**config.mk**
```make
export PLATFORM = sky130hd
export DESIGN_NAME = swe_core
export DESIGN_NICKNAME = d
export VERILOG_FILES = /design/src/hw/swe_pkg.sv /design/src/hw/swe_pin_if.sv /design/src/hw/swe_pin_sync.sv /design/src/hw/swe_core.sv
export VERILOG_INCLUDE_DIRS = /design/src /design/src/hw
export SDC_FILE = /design/constraint.sdc
export NUM_CORES = 1
export LEC_CHECK = 0
export BUFFER_PORTS_ARGS = -buffer_cell sky130_fd_sc_hd__buf_4
export CAP_MARGIN = 20
export CORE_ASPECT_RATIO = 2
export CORE_UTILIZATION = 25
export DETAILED_ROUTE_END_ITERATION = 8
export PLACE_DENSITY = 0.48
export SYNTH_ARGS = -nofsm -noshare
export SYNTH_HDL_FRONTEND = slang
export SYNTH_SLANG_ARGS = --single-unit
```
**constraint.sdc**
```tcl
create_clock -name core_clk -period 2.62 [get_ports core_clk]
set_input_delay 0.131 -clock core_clk [delete_from_list [all_inputs] [get_ports core_clk]]
set_output_delay 0.131 -clock core_clk [all_outputs]
set_load 0.005 [all_outputs]
```
**src/hw/swe_consts.svh**
```systemverilog
// constants for the serial eeprom programming path
`ifndef SWE_CONSTS_SVH
`define SWE_CONSTS_SVH

// core clock period and link timing, in ns
`define SWE_CLK_NS 50
`define SWE_TCSL_NS 250
`define SWE_TCSL_CYCLES ((`SWE_TCSL_NS + `SWE_CLK_NS - 1) / `SWE_CLK_NS)

// self-timed cycle durations, in ns
`define SWE_WRITE_NS 4000000
`define SWE_FILL_NS 16000000
`define SWE_FILL_MAX_NS 30000000

// pin order inside the synchroniser vector
`define SWE_PIN_CS 0
`define SWE_PIN_SCLK 1
`define SWE_PIN_DI 2
`define SWE_PIN_WIDE 3
`define SWE_PIN_COUNT 4

// frame lengths in bits after the start bit
`define SWE_HDR_X16 5'h08
`define SWE_HDR_X8 5'h09
`define SWE_TOTAL_X16 5'h18
`define SWE_TOTAL_X8 5'h11

// opcodes and the two address bits that extend opcode 00
`define SWE_OP_WRITE 2'h1
`define SWE_OP_EXT 2'h0
`define SWE_EXT_FILL 2'h1
`define SWE_EXT_ENABLE 2'h3
`define SWE_EXT_DISABLE 2'h0

// array geometry in bytes
`define SWE_MEM_BYTES 128
`define SWE_LAST_BYTE 7'h7f
`define SWE_ERASED 8'hff

`endif

```
**src/hw/swe_pkg.sv**
```systemverilog
// types shared by the serial eeprom programming path
package swe_pkg;

   typedef enum logic [6:0] {
      SWE_IDLE  = 7'h01,
      SWE_SHIFT = 7'h02,
      SWE_ARMED = 7'h04,
      SWE_SKIP  = 7'h08,
      SWE_ERASE = 7'h10,
      SWE_WAIT  = 7'h20,
      SWE_PROG  = 7'h40
   } swe_state_e;

endpackage

```
**src/hw/swe_pin_if.sv**
```systemverilog
// filtered pin levels passed from the synchroniser to the core
`timescale 1ns/10ps
interface swe_pin_if;
   logic cs;
   logic sclk;
   logic di;
   logic wide;
   modport sync_mp (output cs, output sclk, output di, output wide);
   modport core_mp (input cs, input sclk, input di, input wide);
endinterface

```
**src/hw/swe_pin_sync.sv**
```systemverilog
// three-flop synchroniser with agreement filter for the serial pins
`timescale 1ns/10ps
`include "swe_consts.svh"
module swe_pin_sync (
   input wire logic core_clk,
   input wire logic rst_n,
   input wire logic [`SWE_PIN_COUNT-1:0] pin_in,
   swe_pin_if.sync_mp pins
);
   logic [`SWE_PIN_COUNT-1:0] s1_ff;
   logic [`SWE_PIN_COUNT-1:0] s2_ff;
   logic [`SWE_PIN_COUNT-1:0] s3_ff;
   logic [`SWE_PIN_COUNT-1:0] lvl_ff;
   logic [`SWE_PIN_COUNT-1:0] nxt_lvl;

   // a level moves only once stages two and three agree
   always_comb begin
      nxt_lvl = ((s2_ff ~^ s3_ff) & s2_ff) | ((s2_ff ^ s3_ff) & lvl_ff);
   end

   // s1 feeds s2 alone, so metastability never reaches the filter
   always_ff @(posedge core_clk) begin
      if (!rst_n) begin
         s1_ff <= '0;
         s2_ff <= '0;
         s3_ff <= '0;
         lvl_ff <= '0;
      end else begin
         s1_ff <= pin_in;
         s2_ff <= s1_ff;
         s3_ff <= s2_ff;
         lvl_ff <= nxt_lvl;
      end
   end

   // filtered levels out to the core
   assign pins.cs = lvl_ff[`SWE_PIN_CS];
   assign pins.sclk = lvl_ff[`SWE_PIN_SCLK];
   assign pins.di = lvl_ff[`SWE_PIN_DI];
   assign pins.wide = lvl_ff[`SWE_PIN_WIDE];
endmodule

```
**src/hw/swe_core.sv**
```systemverilog
// serial eeprom write and fill-all programming path
//
// Contract
// - write shifts 8 or 16 data bits, stores
// - select fall starts erase then program cycle
// - select high after 250 ns shows status
// - status low while cycle still runs
// - status high when done, new instruction accepted
// - word write timer, configurable, 4 ms
// - fill writes every location with one value
// - fill self-timed from select fall, no clocks
// - fill erases whole array first
// - fill only while programming enabled
// - fill takes 16 ms, at most 30
// - start bit at first rise with select, input high
// - sample input bits on serial clock rise
// - programming disabled after power-up until enable
// - output released on every select fall
`timescale 1ns/10ps
`include "swe_consts.svh"
module swe_core #(
   parameter logic [19:0] WRITE_CYCLES = 20'(`SWE_WRITE_NS / `SWE_CLK_NS),
   parameter logic [19:0] FILL_CYCLES = 20'(`SWE_FILL_NS / `SWE_CLK_NS)
) (
   input wire logic core_clk,
   input wire logic rst_n,
   input wire logic dev_select_pin,
   input wire logic serial_clk_pin,
   input wire logic serial_in_pin,
   input wire logic word_width_select,
   output logic serial_out_pin_o,
   output logic serial_out_pin_oe
);
   localparam logic [2:0] TCSL_CYCLES = 3'(`SWE_TCSL_CYCLES);

   swe_pin_if pins ();

   swe_pin_sync u_sync (
      .core_clk(core_clk),
      .rst_n(rst_n),
      .pin_in({word_width_select, serial_in_pin, serial_clk_pin, dev_select_pin}),
      .pins(pins.sync_mp)
   );

   swe_pkg::swe_state_e state_ff, nxt_state;
   logic cs_d_ff, ck_d_ff;
   logic [4:0] cnt_ff, nxt_cnt;
   logic [23:0] sreg_ff, nxt_sreg;
   logic [6:0] addr_ff, nxt_addr;
   logic [15:0] data_ff, nxt_data;
   logic fill_ff, nxt_fill;
   logic wide_ff, nxt_wide;
   logic en_ff, nxt_en;
   logic [6:0] idx_ff, nxt_idx;
   logic [6:0] first_ff, nxt_first;
   logic [6:0] last_ff, nxt_last;
   logic [19:0] timer_ff, nxt_timer;
   logic pend_ff, nxt_pend;
   logic oe_ff, nxt_oe;
   logic so_ff, nxt_so;
   logic [2:0] low_ff, nxt_low;
   logic [7:0] mem [`SWE_MEM_BYTES];
   logic mem_we;
   logic [7:0] mem_wd;
   logic cs_rise, cs_fall, ck_rise;
   logic start_bit, start_cycle, busy, nxt_busy;
   logic [23:0] shifted;
   logic [4:0] cnt_inc, hdr_len, total_len;
   logic [1:0] op, ext;

   // edges of the filtered link pins; the serial clock is sampled, not used as a clock
   assign cs_rise = pins.cs & ~cs_d_ff;
   assign cs_fall = ~pins.cs & cs_d_ff;
   assign ck_rise = pins.sclk & ~ck_d_ff;
   assign shifted = {sreg_ff[22:0], pins.di};
   assign cnt_inc = cnt_ff + 5'h01;
   assign hdr_len = pins.wide ? `SWE_HDR_X16 : `SWE_HDR_X8;
   assign total_len = wide_ff ? `SWE_TOTAL_X16 : `SWE_TOTAL_X8;
   assign op = pins.wide ? shifted[7:6] : shifted[8:7];
   assign ext = pins.wide ? shifted[5:4] : shifted[6:5];
   assign busy = state_ff inside {swe_pkg::SWE_ERASE, swe_pkg::SWE_WAIT, swe_pkg::SWE_PROG};
   assign nxt_busy = nxt_state inside {swe_pkg::SWE_ERASE, swe_pkg::SWE_WAIT, swe_pkg::SWE_PROG};
   // only idle can take a start, so a busy cycle never sees one
   assign start_bit = (state_ff == swe_pkg::SWE_IDLE) && ck_rise && pins.cs && pins.di;
   assign start_cycle = (state_ff == swe_pkg::SWE_ARMED) && cs_fall && en_ff;

   // instruction shifter and programming sequencer
   always_comb begin
      nxt_state = state_ff;
      nxt_cnt = cnt_ff;
      nxt_sreg = sreg_ff;
      nxt_addr = addr_ff;
      nxt_data = data_ff;
      nxt_fill = fill_ff;
      nxt_wide = wide_ff;
      nxt_en = en_ff;
      nxt_idx = idx_ff;
      nxt_first = first_ff;
      nxt_last = last_ff;
      nxt_timer = timer_ff;
      mem_we = 1'b0;
      mem_wd = `SWE_ERASED;
      unique case (state_ff)
         swe_pkg::SWE_IDLE: begin
            if (start_bit) begin
               nxt_state = swe_pkg::SWE_SHIFT;
               nxt_cnt = 5'h00;
               nxt_sreg = 24'h000000;
            end
         end
         swe_pkg::SWE_SHIFT: begin
            if (cs_fall) begin
               nxt_state = swe_pkg::SWE_IDLE;
            end else if (ck_rise) begin
               nxt_sreg = shifted;
               nxt_cnt = cnt_inc;
               if (cnt_inc == hdr_len) begin
                  nxt_wide = pins.wide;
                  nxt_addr = pins.wide ? {1'b0, shifted[5:0]} : shifted[6:0];
                  if (op == `SWE_OP_WRITE) begin
                     nxt_fill = 1'b0;
                  end else if (op == `SWE_OP_EXT && ext == `SWE_EXT_FILL) begin
                     nxt_fill = 1'b1;
                  end else begin
                     // enable and disable act here; other opcodes lie outside this path
                     if (op == `SWE_OP_EXT && ext == `SWE_EXT_ENABLE) begin
                        nxt_en = 1'b1;
                     end
                     if (op == `SWE_OP_EXT && ext == `SWE_EXT_DISABLE) begin
                        nxt_en = 1'b0;
                     end
                     nxt_state = swe_pkg::SWE_SKIP;
                  end
               end else if (cnt_inc == total_len) begin
                  nxt_data = shifted[15:0];
                  nxt_state = swe_pkg::SWE_ARMED;
               end
            end
         end
         swe_pkg::SWE_ARMED: begin
            if (cs_fall) begin
               if (en_ff) begin
                  // the whole cycle runs from here with no serial clock
                  nxt_state = swe_pkg::SWE_ERASE;
                  nxt_first = fill_ff ? 7'h00 : (wide_ff ? {addr_ff[5:0], 1'b0} : addr_ff);
                  nxt_last = fill_ff ? `SWE_LAST_BYTE : (wide_ff ? {addr_ff[5:0], 1'b1} : addr_ff);
                  nxt_idx = nxt_first;
               end else begin
                  nxt_state = swe_pkg::SWE_IDLE;
               end
            end else if (ck_rise) begin
               // a clock after the last bit means select came late; drop it
               nxt_state = swe_pkg::SWE_SKIP;
            end
         end
         swe_pkg::SWE_SKIP: begin
            if (!pins.cs) begin
               nxt_state = swe_pkg::SWE_IDLE;
            end
         end
         swe_pkg::SWE_ERASE: begin
            mem_we = 1'b1;
            if (idx_ff == last_ff) begin
               nxt_state = swe_pkg::SWE_WAIT;
               nxt_timer = fill_ff ? FILL_CYCLES - 20'h00001 : WRITE_CYCLES - 20'h00001;
               nxt_idx = first_ff;
            end else begin
               nxt_idx = idx_ff + 7'h01;
            end
         end
         swe_pkg::SWE_WAIT: begin
            if (timer_ff == 20'h00000) begin
               nxt_state = swe_pkg::SWE_PROG;
            end else begin
               nxt_timer = timer_ff - 20'h00001;
            end
         end
         swe_pkg::SWE_PROG: begin
            mem_we = 1'b1;
            mem_wd = (wide_ff && !idx_ff[0]) ? data_ff[15:8] : data_ff[7:0];
            if (idx_ff == last_ff) begin
               nxt_state = swe_pkg::SWE_IDLE;
            end else begin
               nxt_idx = idx_ff + 7'h01;
            end
         end
         default: begin
            nxt_state = swe_pkg::SWE_IDLE;
         end
      endcase
   end

   // ready/busy output: needs select low for the minimum time, then high
   always_comb begin
      nxt_low = pins.cs ? 3'h0 : ((low_ff >= TCSL_CYCLES) ? low_ff : low_ff + 3'h1);
      nxt_pend = pend_ff;
      if (start_cycle) begin
         nxt_pend = 1'b1;
      end else if (start_bit) begin
         nxt_pend = 1'b0;
      end
      nxt_oe = oe_ff;
      if (cs_fall || start_bit) begin
         nxt_oe = 1'b0;
      end else if (cs_rise && low_ff >= TCSL_CYCLES && pend_ff) begin
         nxt_oe = 1'b1;
      end
      nxt_so = !nxt_busy;
   end

   // state registers; enable starts cleared as after power-up
   always_ff @(posedge core_clk) begin
      if (!rst_n) begin
         state_ff <= swe_pkg::SWE_IDLE;
         cs_d_ff <= 1'b0;
         ck_d_ff <= 1'b0;
         cnt_ff <= 5'h00;
         sreg_ff <= 24'h000000;
         addr_ff <= 7'h00;
         data_ff <= 16'h0000;
         fill_ff <= 1'b0;
         wide_ff <= 1'b0;
         en_ff <= 1'b0;
         idx_ff <= 7'h00;
         first_ff <= 7'h00;
         last_ff <= 7'h00;
         timer_ff <= 20'h00000;
         pend_ff <= 1'b0;
         oe_ff <= 1'b0;
         so_ff <= 1'b1;
         low_ff <= 3'h0;
      end else begin
         state_ff <= nxt_state;
         cs_d_ff <= pins.cs;
         ck_d_ff <= pins.sclk;
         cnt_ff <= nxt_cnt;
         sreg_ff <= nxt_sreg;
         addr_ff <= nxt_addr;
         data_ff <= nxt_data;
         fill_ff <= nxt_fill;
         wide_ff <= nxt_wide;
         en_ff <= nxt_en;
         idx_ff <= nxt_idx;
         first_ff <= nxt_first;
         last_ff <= nxt_last;
         timer_ff <= nxt_timer;
         pend_ff <= nxt_pend;
         oe_ff <= nxt_oe;
         so_ff <= nxt_so;
         low_ff <= nxt_low;
      end
   end

   // array keeps its contents across reset, as nonvolatile storage would
   always_ff @(posedge core_clk) begin
      if (mem_we) begin
         mem[idx_ff] <= mem_wd;
      end
   end

   assign serial_out_pin_o = so_ff;
   assign serial_out_pin_oe = oe_ff;

   a_poll_busy: assert property (
      @(posedge core_clk) disable iff (!rst_n) (serial_out_pin_oe && busy) |-> !serial_out_pin_o)
      else $error("status not low while busy");
   a_poll_ready: assert property (
      @(posedge core_clk) disable iff (!rst_n) (serial_out_pin_oe && !busy) |-> serial_out_pin_o)
      else $error("status not high when ready");
   a_release_fall: assert property (
      @(posedge core_clk) disable iff (!rst_n) cs_fall |=> !serial_out_pin_oe)
      else $error("output not released on select fall");
   a_cycle_start: assert property (
      @(posedge core_clk) disable iff (!rst_n) start_cycle |=> (state_ff == swe_pkg::SWE_ERASE))
      else $error("cycle did not start on select fall");
   a_short_drop: assert property (
      @(posedge core_clk) disable iff (!rst_n)
      (state_ff == swe_pkg::SWE_SHIFT && cs_fall) |=> (state_ff == swe_pkg::SWE_IDLE) [*2])
      else $error("short instruction not discarded");
   a_disabled_refuse: assert property (
      @(posedge core_clk) disable iff (!rst_n)
      (state_ff == swe_pkg::SWE_ARMED && cs_fall && !en_ff) |=> !busy)
      else $error("programming while disabled");
   a_timer_load: assert property (
      @(posedge core_clk) disable iff (!rst_n) $rose(state_ff == swe_pkg::SWE_WAIT) |->
      (timer_ff == (fill_ff ? FILL_CYCLES - 20'h00001 : WRITE_CYCLES - 20'h00001)))
      else $error("wrong cycle duration loaded");
   a_fill_max: assert property (
      @(posedge core_clk) disable iff (!rst_n)
      $rose(state_ff == swe_pkg::SWE_WAIT) |-> (32'(FILL_CYCLES) <= `SWE_FILL_MAX_NS / `SWE_CLK_NS))
      else $error("fill duration above maximum");
   a_erase_first: assert property (
      @(posedge core_clk) disable iff (!rst_n)
      $rose(state_ff == swe_pkg::SWE_WAIT) |-> $past(state_ff == swe_pkg::SWE_ERASE))
      else $error("program without erase");
   a_busy_nostart: assert property (
      @(posedge core_clk) disable iff (!rst_n) busy |=> (state_ff != swe_pkg::SWE_SHIFT))
      else $error("start taken while busy");
   a_fill_sweep: assert property (
      @(posedge core_clk) disable iff (!rst_n)
      (state_ff == swe_pkg::SWE_PROG && fill_ff) |-> (first_ff == 7'h00 && last_ff == `SWE_LAST_BYTE && mem_we))
      else $error("fill does not cover whole array");
endmodule

```
==> results.env <==
RUN_STATUS='complete, no violations'
GLOBAL_ROUTING_USAGE_ON_MET3_PCT=1.91
MOST_CROWDED_LAYER_AFTER_GLOBAL_ROUTING='met2'
CLOCK_PATH_BUFFERS=2
DIE-AREA_MM2=0.0198
FINAL-HOLD-VIOLATION-COUNT=0
SYNTH-MAIN-FF-CELL='sky130_fd_sc_hd__dfxtp_1'
CTS-BUFFERS-INSERTED=9
WORST-SLEW-PIN-TRANSITION_PS=715
MAXCAPVIOLATIONS=0
MAX_FREQ_GHz=0.419
DETAIL-ROUTE-ANTENNA-NETS=0
CRITICAL_PATH.MAX_FANOUT=7
GRT.OVERFLOW.TOTAL=0
SYN_AREA_PER_CELL_UM2=8.68
WORST-ENDPOINT-ARRIVAL_PS=2620
DIE_Y_UM=198
DRIVE_GT1_SHARE_PCT=10.9
SYNTH_UNIQUE_CELLS=64
SYNTH_ENABLE_FLOP_CELLS=0
GRT.MET1_USAGE_PCT=11.3
PERIOD_MINUS_SLACK_PS=2390
CTSROOTBUFFERMASTER='sky130_fd_sc_hd__clkbuf_16'
VDD_IR_DROP_MAX_uV=290
REGTOREGSTARTPOINT='timer_ff[8]'
TIMING.FINAL.MAX_SLEW_VIOLATIONS=0
WORST_SKEW_PAIR.LATE_LATENCY_PS=350
CRIT-REG2REG-CAPTURE='timer_ff[18]'
SETUP.WORST_PATH.END_CLASS='flip-flop'
TYPE_OF_THE_SETUP_PATH_WITH_THE_LEAST_SLACK='flip-flop to flip-flop'
ROUTED_WL_UM=11700
CRIT_PATH_START_KIND='flip-flop'
TIMING.HOLD.WORST.CLASS='input port to flip-flop'
ROUTABILITYCONGESTION=0.865
POWER.DENSITY_mW_PER_MM2=553
TRACK_USAGE_PCT=12.6
PLACE_INST=797
ROUTE.DETAILED.DRC=0
LAYOUTNONFILLERINSTCOUNT=816
FINAL.SETUP.TNS_PS=0
FINAL_NETS=573
ROW_COUNT=71
SYNTH_NETS=568
SYNTH-SEQ-AREA-SHARE_PCT=39.7
NUMPORTBUFFERS=7
CRITICAL_PATH.ENDPOINT='timer_ff[18]'
GRT_ANTENNA_BEFORE_REPAIR=0
DIE_W_UM=99.9
POSTSYNTHCELLCOUNT=552
CTS.SINK_COUNT=95
TIMING.CRITICAL_PATH.FROM='timer_ff[8]'
REG2REG_SETUP_SLACK_PS=230
WORST_EP_REQUIRED_TIME_PS=2860
SETUP_VIOLATIONS=0
ROUTEDWLPERCELL_UM=14.3
RSZ0062_AT_GRT='no'
GRT_PASS1_WL_UM=19300
DRT_PRE_ANTENNA_ITERS=4
HPWL_UM=8690
PLACEABLECOREAREA_MM2=0.0188
VIAS_PER_CELL=4.87
INITIAL_UTILIZATION_PCT=25.4
ANTENNA_CELLS=0
ASYNC_FLOP_SHARE_PCT=0
PIN_COUNT_OF_THE_BIGGEST_NET_ENTERING_GLOBAL_ROUTING=45
POST_CTS_RESIZED=0
IO_PINS=8
MAX_SLEW_MARGIN_PCT=52.3
FINAL_MIN_PERIOD_OVER_CLOCK_PERIOD_PCT=91.1
WORST_CLOCK_SKEW_PS=7.57
FINALHOLDWORSTSLACK_PS=145
SYNTH.YOSYS.WARNINGS=0
CLK_TRANSITION_REPORTED_PATHS_PS=70
AREA_DELTA_SYNTH_FINAL_PCT=15.4
ROUTE.VIAS.TOTAL=3972
GRTUSAGEMET2_PCT=25.1
FIN_WS_PS=232
FIRST_GLOBAL_VIAS=3950
INITIAL_DRC_COUNT=215
SYNTH-SEQ-CELLS=95
POWER.STATIC_LEAKAGE_uW=0.00195
TRITONCTS='done'
PLACE_WS_PS=256
SYN-CELL-AREA_MM2=0.00479
CTS.HTREE.LEVELS=3
POST_CTS.REPAIR.SETUP_BUFFERS=0
WORST_R2R_PATH_DEPTH=6
POWER.TOTAL_uW=3060
critical path, stage by stage, from the launching register on:
cell                      delay [ps]
sky130_fd_sc_hd__dfxtp_1         380
sky130_fd_sc_hd__nor4_1          460
sky130_fd_sc_hd__nand4_1         270
sky130_fd_sc_hd__or3_1           380
sky130_fd_sc_hd__or3_1           330
sky130_fd_sc_hd__and3_1          190
sky130_fd_sc_hd__o31a_1          260
metal layers:
layer | part of all wire, % | up-vias | wire, um
li1 | - | 1999 | -
met1 | 36 | 1911 | 4200
met2 | 59 | 43 | 6840
met3 | 1.6 | 19 | 187
met4 | 3.9 | 0 | 454
met5 | 0 | - | 0
stage by stage:
| step | utilization (%) | cell area (um2) |
|---|---|---|
| after global placement | 27.3 | 5150 |
| after global routing | 29.4 | 5530 |
| final | 29.4 | 5530 |
| after floorplan | - | 4790 |
| after detailed placement | 27.3 | 5150 |
| after CTS | 29.4 | 5530 |
worst min path at each step:
stage	from	endpoint	depth (start not counted)
after detailed placement	serial_in_pin	u_sync.s1_ff[2]	2
after CTS	rst_n	u_sync.lvl_ff[1]	2
after global routing	rst_n	u_sync.lvl_ff[0]	2
final	rst_n	u_sync.lvl_ff[0]	2
after global placement	dev_select_pin	u_sync.s1_ff[0]	2
after floorplan	dev_select_pin	u_sync.s1_ff[0]	1
cells by family after synthesis:
family	after synthesis	synth area share, %
flops	95	39.7
compound gates	141	20.0
mux	15	3.13
simple gates	223	26.1
fa+ha+maj	10	2.61
buf+inv	44	4.10
xor+xnor	24	4.39
where the power goes:
group	internal (uW)	switching [uW]	leakage (uW)	total (uW)
sequential	1460	9.73	0.000768	1470
combinational	28.7	39.5	0.00102	68.2
clock	955	567	0.000165	1520
total	2440	616	0.00195	3060
state kept, by name, summed over array words and instances (netlist names), 3 cells and up:
name           flops
low_ff             3
cnt_ff             5
last_ff            7
u_sync.s3_ff       4
u_sync.lvl_ff      4
first_ff           7
addr_ff            7
idx_ff             7
state_ff           7
u_sync.s2_ff       4
timer_ff          20
u_sync.s1_ff       4
sreg_ff            8
repair_timing:
item                                    CTS  global route
endpoints found under the setup margin    0             0
hold endpoints to repair                  4             0
hold buffers                              4             0
synth_stat cells, drive strengths merged (5+ instances only):
| master | instances | area (um2) |
|---|---|---|
| a311oi | 6 | 52.6 |
| or3 | 7 | 48.8 |
| nor2b | 20 | 125 |
| and3 | 5 | 31.3 |
| inv | 7 | 26.3 |
| nor3 | 21 | 105 |
| o22ai | 11 | 82.6 |
| a21boi | 7 | 52.6 |
| xor2 | 6 | 52.6 |
| a31oi | 5 | 31.3 |
| nand4 | 6 | 43.8 |
| a211oi | 7 | 57.6 |
| nand2 | 26 | 97.6 |
| nand2b | 12 | 75.1 |
| o21ai | 30 | 150 |
| nand3 | 16 | 80.1 |
| xnor2 | 18 | 158 |
| a22oi | 10 | 75.1 |
| clkbuf | 24 | 91.3 |
| or2 | 6 | 37.5 |
| mux2i | 15 | 150 |
| and2 | 20 | 125 |
| dfxtp | 95 | 1900 |
| or4 | 7 | 56.3 |
| ha | 10 | 125 |
| buf | 12 | 75.1 |
| nor4 | 8 | 95.1 |
| nor2 | 59 | 238 |
| a21oi | 33 | 165 |
cells in the final DEF, fill, tap and decap left out, types with 9 or more instances in the layout:
master / synthesis / final
sky130_fd_sc_hd__mux2i_1: 15 / 15
sky130_fd_sc_hd__dfxtp_1: 95 / 95
sky130_fd_sc_hd__a22oi_1: 10 / 10
sky130_fd_sc_hd__nand2b_1: 12 / 12
sky130_fd_sc_hd__and2_1: 18 / 18
sky130_fd_sc_hd__nand2_1: 26 / 26
sky130_fd_sc_hd__a21oi_1: 33 / 33
sky130_fd_sc_hd__buf_4: 1 / 26
sky130_fd_sc_hd__nor2b_1: 20 / 20
sky130_fd_sc_hd__xnor2_1: 18 / 18
sky130_fd_sc_hd__ha_1: 10 / 10
sky130_fd_sc_hd__nand3_1: 16 / 16
sky130_fd_sc_hd__o21ai_0: 29 / 29
sky130_fd_sc_hd__o22ai_1: 10 / 10
sky130_fd_sc_hd__nor2_1: 58 / 58
sky130_fd_sc_hd__nor3_1: 21 / 21
sky130_fd_sc_hd__clkbuf_16: 0 / 9
final cells by class:
cell class,count,area (um2)
Clock buffer,10,239
Clock inverter,5,106
Fill cell,2069,13300
Inverter,8,30.0
Multi-Input combinational cell,413,2700
Sequential cell,95,1900
Tap cell,255,319
Timing Repair Buffer,30,235
Note: power is estimated with default switching activity, not from simulation.
